<file path="src/rtl/cmc_regs.svh">
// register map constants for the clock multiplier configuration block
// assumes byte-wide registers on an 8-bit address
`ifndef CMC_REGS_SVH
`define CMC_REGS_SVH
`define CMC_OFS_REFRX 8'h11
`define CMC_OFS_CTRL0 8'h12
`define CMC_OFS_CTRL2 8'h14
`define CMC_OFS_CTRL3 8'h15
`define CMC_OFS_STAT0 8'h16
`define CMC_OFS_STAT1 8'h17
`define CMC_RST_REFRX 8'h5f
`define CMC_RST_CTRL0 8'h00
`define CMC_RST_CTRL2 8'he7
`define CMC_RST_CTRL3 8'hc9
`define CMC_MSK_REFRX 8'hff
`define CMC_MSK_CTRL0 8'hff
`define CMC_MSK_CTRL2 8'hff
`define CMC_MSK_CTRL3 8'hdf
`define CMC_BIT_DUTY 7
`define CMC_BIT_XADJ 5
`define CMC_BIT_PLLEN 7
`define CMC_BIT_MANUAL 6
`define CMC_BIT_LOCK 7
`define CMC_BIT_LOOPXP 4
`define CMC_FLD_XLEVEL 4:0
`define CMC_FLD_BAND 5:0
`define CMC_FLD_LOOPBW 7:5
`define CMC_FLD_PUMP 4:0
`define CMC_FLD_LDIV 7:6
`define CMC_FLD_ODIV 3:2
`define CMC_FLD_LRATIO 1:0
`define CMC_LOCK_NS 1000
`define CMC_CLK_NS 4
`define CMC_LOCK_CYC ((`CMC_LOCK_NS + `CMC_CLK_NS - 1) / `CMC_CLK_NS)
`endif

</file>
<file path="src/rtl/cmc_pkg.sv">
// types for the clock multiplier configuration block
// assumes nothing beyond the register header
`default_nettype none
package cmc_pkg;
   typedef logic [7:0] cmc_byte_t;
   typedef enum logic [1:0] {CMC_OFF, CMC_SEARCH, CMC_SETTLE, CMC_LOCKED} cmc_state_t;
endpackage : cmc_pkg
`default_nettype wire

</file>
<file path="src/rtl/cmc_core.sv">
// clock multiplier configuration registers and control outputs
// assumes a synchronous byte register port; status inputs come from the analog loop
// Function
// - reference receiver bit 7 enables duty correction, resets to zero.
// - reference receiver bit 5 enables crosspoint control, resets to zero.
// - bits 4:0 hold two's complement crosspoint level, reset 0x1F.
// - control 0 bit 7 enables multiplier, bit 6 selects manual band mode.
// - manual mode uses six-bit band field, 64 bands low to high.
// - control 2 bits 7:5 choose loop filter bandwidth, reset 0x7.
// - control 2 bits 4:0 set charge pump current, reset 0x07.
// - control 3 bits 7:6 divide reference by 2,4,8,16 for logic clock.
// - control 3 bit 4 enables loop divider crosspoint control, reset zero.
// - control 3 bits 3:2 give oscillator ratio 1,2,4,4, reset 0x2.
// - control 3 bits 1:0 give loop ratio 2,4,8,16, reset 0x1.
// - status bit 7 reports multiplier output stable, reset zero.
// - status bits 5:0 report the selected band, reset zero.
`include "cmc_regs.svh"
`default_nettype none
module cmc_core (
   // clock and reset
   input wire logic clk,
   input wire logic rst_b,
   // register port
   input wire logic regWr,
   input wire logic regRd,
   input wire cmc_pkg::cmc_byte_t regAddr,
   input wire cmc_pkg::cmc_byte_t regWdata,
   output cmc_pkg::cmc_byte_t regRdata,
   // loop status from analog side
   input wire logic loopLocked,
   input wire logic [5:0] autoBand,
   // reference receiver controls
   output logic ref_duty_fix_on,
   output logic ref_cross_adjust_on,
   output logic [4:0] ref_cross_level,
   // multiplier controls and status
   output logic pllEnable,
   output logic manualBandSel,
   output logic [5:0] oscBand,
   output logic [2:0] loop_filter_width,
   output logic [4:0] pump_current_code,
   output logic [4:0] logic_clock_divide,
   output logic loopCrossOn,
   output logic [2:0] oscillator_divide,
   output logic [4:0] loopRatio,
   output logic logicClkEn,
   output logic pllStable
);
   import cmc_pkg::*;

   logic rstSync1_ff, rstSync2_ff;
   always_ff @(posedge clk or negedge rst_b) begin
      if (!rst_b) begin
         rstSync1_ff <= 1'b0;
         rstSync2_ff <= 1'b0;
      end else begin
         rstSync1_ff <= 1'b1;
         rstSync2_ff <= rstSync1_ff;
      end
   end

   cmc_byte_t refRx_ff, ctrl0_ff, ctrl2_ff, ctrl3_ff, rdata_ff;
   cmc_byte_t nxt_refRx, nxt_ctrl0, nxt_ctrl2, nxt_ctrl3, nxt_rdata;
   cmc_state_t state_ff, nxt_state;
   logic [15:0] settle_ff, nxt_settle;
   logic [3:0] div_ff, nxt_div;
   logic [5:0] band_ff, nxt_band;
   logic lock_ff, nxt_lock;
   logic [3:0] divMask;
   logic [2:0] oscDiv;

   // reserved bit 6 stored as written; software is expected to keep it 1
   always_comb begin
      nxt_refRx = refRx_ff;
      nxt_ctrl0 = ctrl0_ff;
      nxt_ctrl2 = ctrl2_ff;
      nxt_ctrl3 = ctrl3_ff;
      if (regWr) begin
         case (regAddr)
            `CMC_OFS_REFRX: nxt_refRx = regWdata & `CMC_MSK_REFRX;
            `CMC_OFS_CTRL0: nxt_ctrl0 = regWdata & `CMC_MSK_CTRL0;
            `CMC_OFS_CTRL2: nxt_ctrl2 = regWdata & `CMC_MSK_CTRL2;
            `CMC_OFS_CTRL3: nxt_ctrl3 = regWdata & `CMC_MSK_CTRL3;
            default: ;
         endcase
      end
   end

   always_comb begin
      nxt_rdata = rdata_ff;
      if (regRd) begin
         case (regAddr)
            `CMC_OFS_REFRX: nxt_rdata = refRx_ff;
            `CMC_OFS_CTRL0: nxt_rdata = ctrl0_ff;
            `CMC_OFS_CTRL2: nxt_rdata = ctrl2_ff;
            `CMC_OFS_CTRL3: nxt_rdata = ctrl3_ff;
            `CMC_OFS_STAT0: nxt_rdata = {lock_ff, 7'h00};
            `CMC_OFS_STAT1: nxt_rdata = {2'h0, band_ff};
            default: nxt_rdata = 8'h00;
         endcase
      end
   end

   // lock tracking: manual mode takes the programmed band, auto follows the loop
   always_comb begin
      nxt_state = state_ff;
      nxt_settle = settle_ff;
      nxt_band = band_ff;
      nxt_lock = 1'b0;
      case (state_ff)
         CMC_OFF: begin
            nxt_band = 6'h00;
            if (ctrl0_ff[`CMC_BIT_PLLEN]) begin
               nxt_state = CMC_SEARCH;
            end
         end
         CMC_SEARCH: begin
            nxt_band = ctrl0_ff[`CMC_BIT_MANUAL] ? ctrl0_ff[`CMC_FLD_BAND] : autoBand;
            nxt_settle = 16'h0000;
            nxt_state = CMC_SETTLE;
         end
         CMC_SETTLE: begin
            nxt_band = ctrl0_ff[`CMC_BIT_MANUAL] ? ctrl0_ff[`CMC_FLD_BAND] : autoBand;
            // lock must hold for a full settle window before reporting it
            if (!loopLocked) begin
               nxt_settle = 16'h0000;
            end else if (settle_ff >= 16'(`CMC_LOCK_CYC - 1)) begin
               nxt_state = CMC_LOCKED;
            end else begin
               nxt_settle = settle_ff + 16'h0001;
            end
         end
         CMC_LOCKED: begin
            nxt_lock = loopLocked;
            nxt_band = ctrl0_ff[`CMC_BIT_MANUAL] ? ctrl0_ff[`CMC_FLD_BAND] : autoBand;
            if (!loopLocked) begin
               nxt_state = CMC_SEARCH;
            end
         end
         default: nxt_state = CMC_OFF;
      endcase
      if (!ctrl0_ff[`CMC_BIT_PLLEN]) begin
         nxt_state = CMC_OFF;
         nxt_lock = 1'b0;
      end
   end

   // logic clock enable: one pulse every 2,4,8,16 cycles
   always_comb begin
      divMask = 4'((5'h02 << ctrl3_ff[`CMC_FLD_LDIV]) - 5'h01);
      nxt_div = ((div_ff & divMask) == divMask) ? 4'h0 : div_ff + 4'h1;
   end

   // oscillator ratio: codes 10 and 11 both give four
   always_comb begin
      case (ctrl3_ff[`CMC_FLD_ODIV])
         2'b00: oscDiv = 3'h1;
         2'b01: oscDiv = 3'h2;
         default: oscDiv = 3'h4;
      endcase
   end

   // control registers
   always_ff @(posedge clk or negedge rstSync2_ff) begin
      if (!rstSync2_ff) begin
         refRx_ff <= `CMC_RST_REFRX;
         ctrl0_ff <= `CMC_RST_CTRL0;
         ctrl2_ff <= `CMC_RST_CTRL2;
         ctrl3_ff <= `CMC_RST_CTRL3;
      end else begin
         refRx_ff <= nxt_refRx;
         ctrl0_ff <= nxt_ctrl0;
         ctrl2_ff <= nxt_ctrl2;
         ctrl3_ff <= nxt_ctrl3;
      end
   end

   // read data holds until the next read
   always_ff @(posedge clk or negedge rstSync2_ff) begin
      if (!rstSync2_ff) begin
         rdata_ff <= 8'h00;
      end else begin
         rdata_ff <= nxt_rdata;
      end
   end

   // lock tracking state
   always_ff @(posedge clk or negedge rstSync2_ff) begin
      if (!rstSync2_ff) begin
         state_ff <= CMC_OFF;
         settle_ff <= 16'h0000;
         band_ff <= 6'h00;
         lock_ff <= 1'b0;
      end else begin
         state_ff <= nxt_state;
         settle_ff <= nxt_settle;
         band_ff <= nxt_band;
         lock_ff <= nxt_lock;
      end
   end

   // logic clock divider
   always_ff @(posedge clk or negedge rstSync2_ff) begin
      if (!rstSync2_ff) begin
         div_ff <= 4'h0;
      end else begin
         div_ff <= nxt_div;
      end
   end

   // ratio choice against the logic clock limit is left to software
   assign logicClkEn = ((div_ff & divMask) == divMask);
   assign regRdata = rdata_ff;
   assign ref_duty_fix_on = refRx_ff[`CMC_BIT_DUTY];
   assign ref_cross_adjust_on = refRx_ff[`CMC_BIT_XADJ];
   assign ref_cross_level = refRx_ff[`CMC_FLD_XLEVEL];
   assign pllEnable = ctrl0_ff[`CMC_BIT_PLLEN];
   assign manualBandSel = ctrl0_ff[`CMC_BIT_MANUAL];
   assign oscBand = band_ff;
   assign loop_filter_width = ctrl2_ff[`CMC_FLD_LOOPBW];
   assign pump_current_code = ctrl2_ff[`CMC_FLD_PUMP];
   assign logic_clock_divide = 5'(5'h02 << ctrl3_ff[`CMC_FLD_LDIV]);
   assign loopCrossOn = ctrl3_ff[`CMC_BIT_LOOPXP];
   assign oscillator_divide = oscDiv;
   assign loopRatio = 5'(5'h02 << ctrl3_ff[`CMC_FLD_LRATIO]);
   assign pllStable = lock_ff;
endmodule : cmc_core
`default_nettype wire

</file>
<file path="config.mk">
export PLATFORM = sky130hd
export DESIGN_NAME = cmc_core
export DESIGN_NICKNAME = d
export VERILOG_FILES = /design/src/rtl/cmc_pkg.sv /design/src/rtl/cmc_core.sv
export VERILOG_INCLUDE_DIRS = /design/src /design/src/rtl
export SDC_FILE = /design/constraint.sdc
export NUM_CORES = 1
export LEC_CHECK = 0
export ABC_AREA = 1
export BUFFER_PORTS_ARGS = -buffer_cell sky130_fd_sc_hd__buf_2
export CORE_ASPECT_RATIO = 0.75
export CORE_UTILIZATION = 55
export DETAILED_ROUTE_END_ITERATION = 8
export GPL_TIMING_DRIVEN = 0
export PLACE_DENSITY = 0.8
export REMOVE_ABC_BUFFERS = 1
export SETUP_SLACK_MARGIN = 0.15
export SLEW_MARGIN = 20
export SYNTH_ARGS = -nofsm -noshare
export SYNTH_HDL_FRONTEND = slang
export SYNTH_SLANG_ARGS = --single-unit
</file>
<file path="constraint.sdc">
create_clock -name clk -period 2.9 [get_ports clk]
set_input_delay 0.435 -clock clk [delete_from_list [all_inputs] [get_ports clk]]
set_output_delay 0.435 -clock clk [all_outputs]
set_load 0.01 [all_outputs]
</file>
### After elaboration in Yosys (flattened, before gate mapping)

Index checks and enable logic that the tools add are counted.

| word-level totals | value |
|---|---|
| flip-flop bits (word level) | 70 |
| bits of input ports | 27 |

| operators by class | value |
|---|---|
| add/subtract/negate cells | 3 |
| order comparisons | 1 |
| equality and inequality tests | 15 |
| shift-type cells | 2 |
| multiplexer cells | 15 |
| bitwise logic cells | 1 |
| reduce and logical (&&, ||, !) cells | 10 |

Operator list:

| cell | number |
|---|---|
| == test 8 x 5 -> 1 bit (second input constant) | 6 |
| case mux 8 bit (6 select lines) | 1 |
| two-way mux 16 bit | 2 |
| case mux 16 bit (2 select lines) | 1 |
| adder 16 x 1 -> 16 bit (second input constant) | 1 |
| greater-or-equal comparator 16 x 8 -> 1 bit (second input constant) | 1 |
| != test 3 bit (second input constant) | 4 |
| case mux 6 bit (2 select lines) | 1 |
| AND reduction 2 bit | 5 |
| left shift 2 x 2 -> 5 bit (first input constant) | 2 |
| two-way mux 2 bit | 4 |
| case mux 2 bit (4 select lines) | 1 |
| two-way mux 6 bit | 1 |
| case mux 3 bit (2 select lines) | 1 |
| adder 4 x 1 -> 4 bit (second input constant) | 1 |
| AND 4 bit | 1 |
| == test 2 x 1 -> 1 bit (second input constant) | 2 |
| == test 2 bit (second input constant) | 2 |
| == test 4 bit | 1 |
| zero test 2 bit | 2 |
| two-way mux 4 bit | 1 |
| subtractor 4 x 1 -> 4 bit (second input constant) | 1 |
| AND reduction 3 bit | 1 |
| OR reduction 3 bit | 1 |
| other kinds (2) | 3 |

### Logic depth before layout (Yosys ltp)

| depth | value |
|---|---|
| depth after elaboration | 5 |
| gate-level depth with buffers | 10 |
| mapped depth without buffers | 10 |

### Worst setup path before layout

Ideal clock, no wire load.

| timing path | value |
|---|---|
| kind | flip-flop to flip-flop |
| start | register settle_ff[0] |
| end | register settle_ff[3] |
| library setup time | 65 ps |
| data arrival time | 1341 ps |
| required time | 2835 ps |
| slack | 1494 ps |
| cell stages (with the launch flop) | 10 |
| buffers on the path | 1 |
| period minus slack after synthesis | 1406 ps |
| path through | dfrtp_1 > ha_1 > nor2_1 > nand2_1 > nand3_2 > nand2_2 > o21ai_4 > buf_6 > nand2_1 > nand2_1 |

| between the ends | value |
|---|---|
| cells in the longest elaborated chain, start to end | 4 |
| elaborated cells on any way between the ends | 7 |

Ends and longest elaborated chain:

| what | line | source |
|---|---|---|
| start: declaration | cmc_core.sv:65 | `logic [15:0] settle_ff, nxt_settle;` |
| start signal: assignment | cmc_core.sv:196 | `settle_ff <= nxt_settle;` |
| adder 16 x 1 -> 16 bit | cmc_core.sv:130 | `nxt_settle = settle_ff + 16'h0001;` |
| two-way mux 16 bit | cmc_core.sv:127 | `` end else if (settle_ff >= 16'(`CMC_LOCK_CYC - 1)) begin `` |
| two-way mux 16 bit | cmc_core.sv:125 | `if (!loopLocked) begin` |
| case mux 16 bit (2 select lines) | cmc_core.sv:110 | `case (state_ff)` |

Several ways; a longest one is shown, not always the timed one. The select of a mux whose other input is x is not followed.
A chain may end at the register's enable or synchronous reset.

### Final worst setup path

| timing path | value |
|---|---|
| start | input regAddr[5] |
| end | register ctrl2_ff[4] |

| between the ends | value |
|---|---|
| cells in the longest elaborated chain, start to end | 2 |

Ends and longest elaborated chain:

| what | line | source |
|---|---|---|
| start: declaration | cmc_core.sv:26 | `input wire cmc_pkg::cmc_byte_t regAddr,` |
| == test 8 x 5 -> 1 bit | cmc_core.sv:79 | `case (regAddr)` |
| AND reduction 2 bit (no line) | - |  |
| end signal: assignment | cmc_core.sv:168 | `` ctrl2_ff <= `CMC_RST_CTRL2; `` |
| end signal: assignment | cmc_core.sv:173 | `ctrl2_ff <= nxt_ctrl2;` |
| end: declaration | cmc_core.sv:62 | `cmc_byte_t refRx_ff, ctrl0_ff, ctrl2_ff, ctrl3_ff, rdata_ff;` |

No other way between the ends.

==> impl_metrics.json <==
{
  "status": "finished clean",
  "place_congestion": 0.861,
  "synthFlopType": "dfrtp_1",
  "synth_top_area_frac": 0.367,
  "dp_cells": 578,
  "cts_buffers": 9,
  "drt_first_pass_iters": 4,
  "grt_use_total": 0.245,
  "drc_errors": 0,
  "critPathCaptureType": "flip-flop",
  "r2r_cells": 9,
  "stdcell_area_um2": 4190,
  "required_ns": 3.14,
  "worstMarginPinSlew_ns": 0.933,
  "grt_pass1_wl_um": 12900,
  "cts_resized": 0,
  "numPortBuffers": 71,
  "reg2reg_from": "settle_ff[1]",
  "die-area_um2": 7030,
  "hp-class": "reg2async",
  "fmax_mhz": 468,
  "viasPerCell": 5.19,
  "final-setup-viol-count": 0,
  "combPwrFrac": 0.093,
  "yosysMostFrequentCell": "nand2_1",
  "antennaDiodeCount": 0,
  "synth_commonest_cells": "nand2_1 (121), dfrtp_1 (54), nand3_1 (53), inv_1 (49), nor2_1 (26)",
  "rows": 25,
  "die_x_um": 96.5,
  "clock_skew_ns": 0.00804,
  "hold_violations": 0,
  "maxCapViolations": 0,
  "ys_seq_elements": 70,
  "synth.distinct_cells": 33,
  "yosysSeqAreaShare": 0.481,
  "layout.nets": 544,
  "n_fill_cell": 543,
  "yosys.area.top_type": "dfrtp_1",
  "clock-sinks": 70,
  "sw_frac_of_total": 0.265,
  "syn_avg_cell_area_um2": 8.30,
  "r2r-end": "settle_ff[6]",
  "peakVddDrop_mv": 0.256,
  "leakagePower_nw": 2.22,
  "synthesis.area_um2": 3680,
  "areaGrowthSynthToFinish_pct": 13.9,
  "core_um2": 6380,
  "die_y_um": 72.9,
  "slowest_stage": "and3_1",
  "hold_ws_ns": 0.247,
  "start_kind": "input port",
  "path_max_fanout": 42,
  "place_area_um2": 4020,
  "r2r_slack_ns": 1.23,
  "postSynth.asyncResetShare": 1.00,
  "max_stage_delay_ns": 0.75,
  "drt_iter0_drc": 185,
  "slew_violations": 0,
  "grt_setup_unrepaired": "no",
  "cp_data_arrival_time_ns": 2.37,
  "ios": 74,
  "switchingPower_mw": 0.511,
  "clk_pin_slew_ns": 0.08,
  "relSlewSlack": 0.377,
  "ys_warn_count": 0,
  "clock_power_share": 0.357,
  "cts-root-buf": "clkbuf_8",
  "grt_overflow": 0,
  "p_seq_frac": 0.550,
  "finalCritPeriodShare": 0.737,
  "cp_top_family": "simple AND/OR/NAND/NOR gates",
  "crit_chain": "buf_2 -> inv_1 -> nand2_2 -> nor2_4 -> and3_1 -> nand2_1 -> o21a_1",
  "final_cells": 595,
  "grt_max_degree": 43,
  "fin_setup_tns_ns": 0,
  "antenna_left": 0,
  "dpl.hpwl_um": 5650,
  "cts.path.max_buffers": 2,
  "synth_edf_count": 0,
  "syn_inst": 444,
  "grt_pass1_vias": 2883,
  "routed_wl_um": 8030,
  "post-route-util": 0.657,
  "critPathKind": "in2reg",
  "route.vias.total": 3090,
  "wire_per_inst_um": 13.5,
  "htree_levels": 3,
  "antenna_found_initial": 0,
  "power.density_nw_per_um2": 460,
  "drive_above_1_share": 0.263,
  "start_util": 0.577,
  "cts_tree": "built",
  "p_int_mw": 1.42,
  "worst-path-buf-inv": 2,
  "ys_top_cells_by_area": "dfrtp_1 (37%), nand2_1 (12%), dfstp_2 (11%), nand3_1 (7.2%), inv_1 (5.0%)",
  "clk_latency_ns": 0.34,
  "min_period_ns": 2.14
}
sequential cells by signal, summed over array words and instances (netlist names), 4 cells and up:
register and count:
regRdata 8, ctrl2_ff 8, refRx_ff 8, settle_ff 16, oscBand 6, div_ff 4, ctrl0_ff 8, ctrl3_ff 7
per-layer routing:
metal,global-route usage,share of wire,vias up
met5,0,0,-
met4,0.0784,0.011,0
met3,0.0635,0.067,8
met2,0.399,0.48,103
met1,0.321,0.44,1451
li1,-,-,1528
cell families after synthesis:
| group | Yosys count | share of synthesized area |
|---|---|---|
| flip-flops | 70 | 0.481 |
| buffers and inverters | 74 | 0.0961 |
| AO/OA/AOI/OAI | 48 | 0.0785 |
| AND/OR/NAND/NOR | 238 | 0.306 |
| XOR/XNOR | 4 | 0.00951 |
| adder cells (fa/ha/maj) | 8 | 0.0272 |
| other | 2 | 0.00204 |
what timing repair did:
action	in CTS	in global routing
endpoints found under the hold margin	2	0
hold buffers	1	0
setup buffers	0	0
cell usage in the layout, fill, tap and decap left out, drive strengths merged, types with 2 or more instances in the layout:
cell type  count
a21oi          7
clkinv         3
nor2          40
xor2           3
o21bai         7
ha             8
nand2        128
conb           3
inv           54
nand3b         2
nor3           3
nand3         58
buf           72
nand4          5
o21a           8
o21ai         26
dfstp         16
clkbuf        12
dfrtp         54
power groups by stage:
| stage | Combinational, mW | Sequential, mW | Clock [mW] |
|---|---|---|---|
| floorplan | 0.0885 | 1.08 | 0 |
| global placement | 0.160 | 1.09 | 0 |
| detailed placement | 0.180 | 1.08 | 0 |
| CTS | 0.181 | 1.06 | 0.697 |
| global route | 0.202 | 1.07 | 0.740 |
| finish | 0.180 | 1.06 | 0.688 |
how the worst max path moves through the flow:
stage	from	slack, ns	to	cells after the start
finish	regAddr[5]	0.76	ctrl2_ff[4]	7
global route	regAddr[6]	0.61	ctrl2_ff[4]	7
CTS	regAddr[5]	0.83	ctrl2_ff[4]	7
detailed placement	regAddr[6]	0.47	ctrl2_ff[3]	7
global placement	rstSync2_ff	0.08	ctrl2_ff[4]	0
floorplan	rstSync2_ff	0.83	ctrl0_ff[0]	0
cell type report:
| type | count | area [um^2] | area share |
|---|---|---|---|
| Sequential cell | 70 | 1780 | 0.423 |
| Multi-Input combinational cell | 301 | 1560 | 0.372 |
| Timing Repair Buffer | 73 | 385 | 0.0919 |
| Inverter | 54 | 203 | 0.0483 |
| Clock inverter | 4 | 22.5 | 0.00537 |
| Clock buffer | 12 | 145 | 0.0346 |
| Tap cell | 81 | 101 | 0.0242 |
worst reg2reg max path, delay by kind of cell, from the launching register on:
family          cells  cell delay [ns]
buf+inv             1             0.08
simple gates        6             0.53
flops               1             0.40
fa+ha+maj           1             0.17
compound gates      1             0.43
per-stage QoR:
step                      setup slack, ns  power [mW]
after CTS                           0.825        1.94
after floorplan                     0.834        1.17
after global routing                0.613        2.01
final                               0.762        1.93
after detailed placement            0.468        1.26
after global placement             0.0773        1.25
No activity file was read; power rests on OpenSTA's default activity.
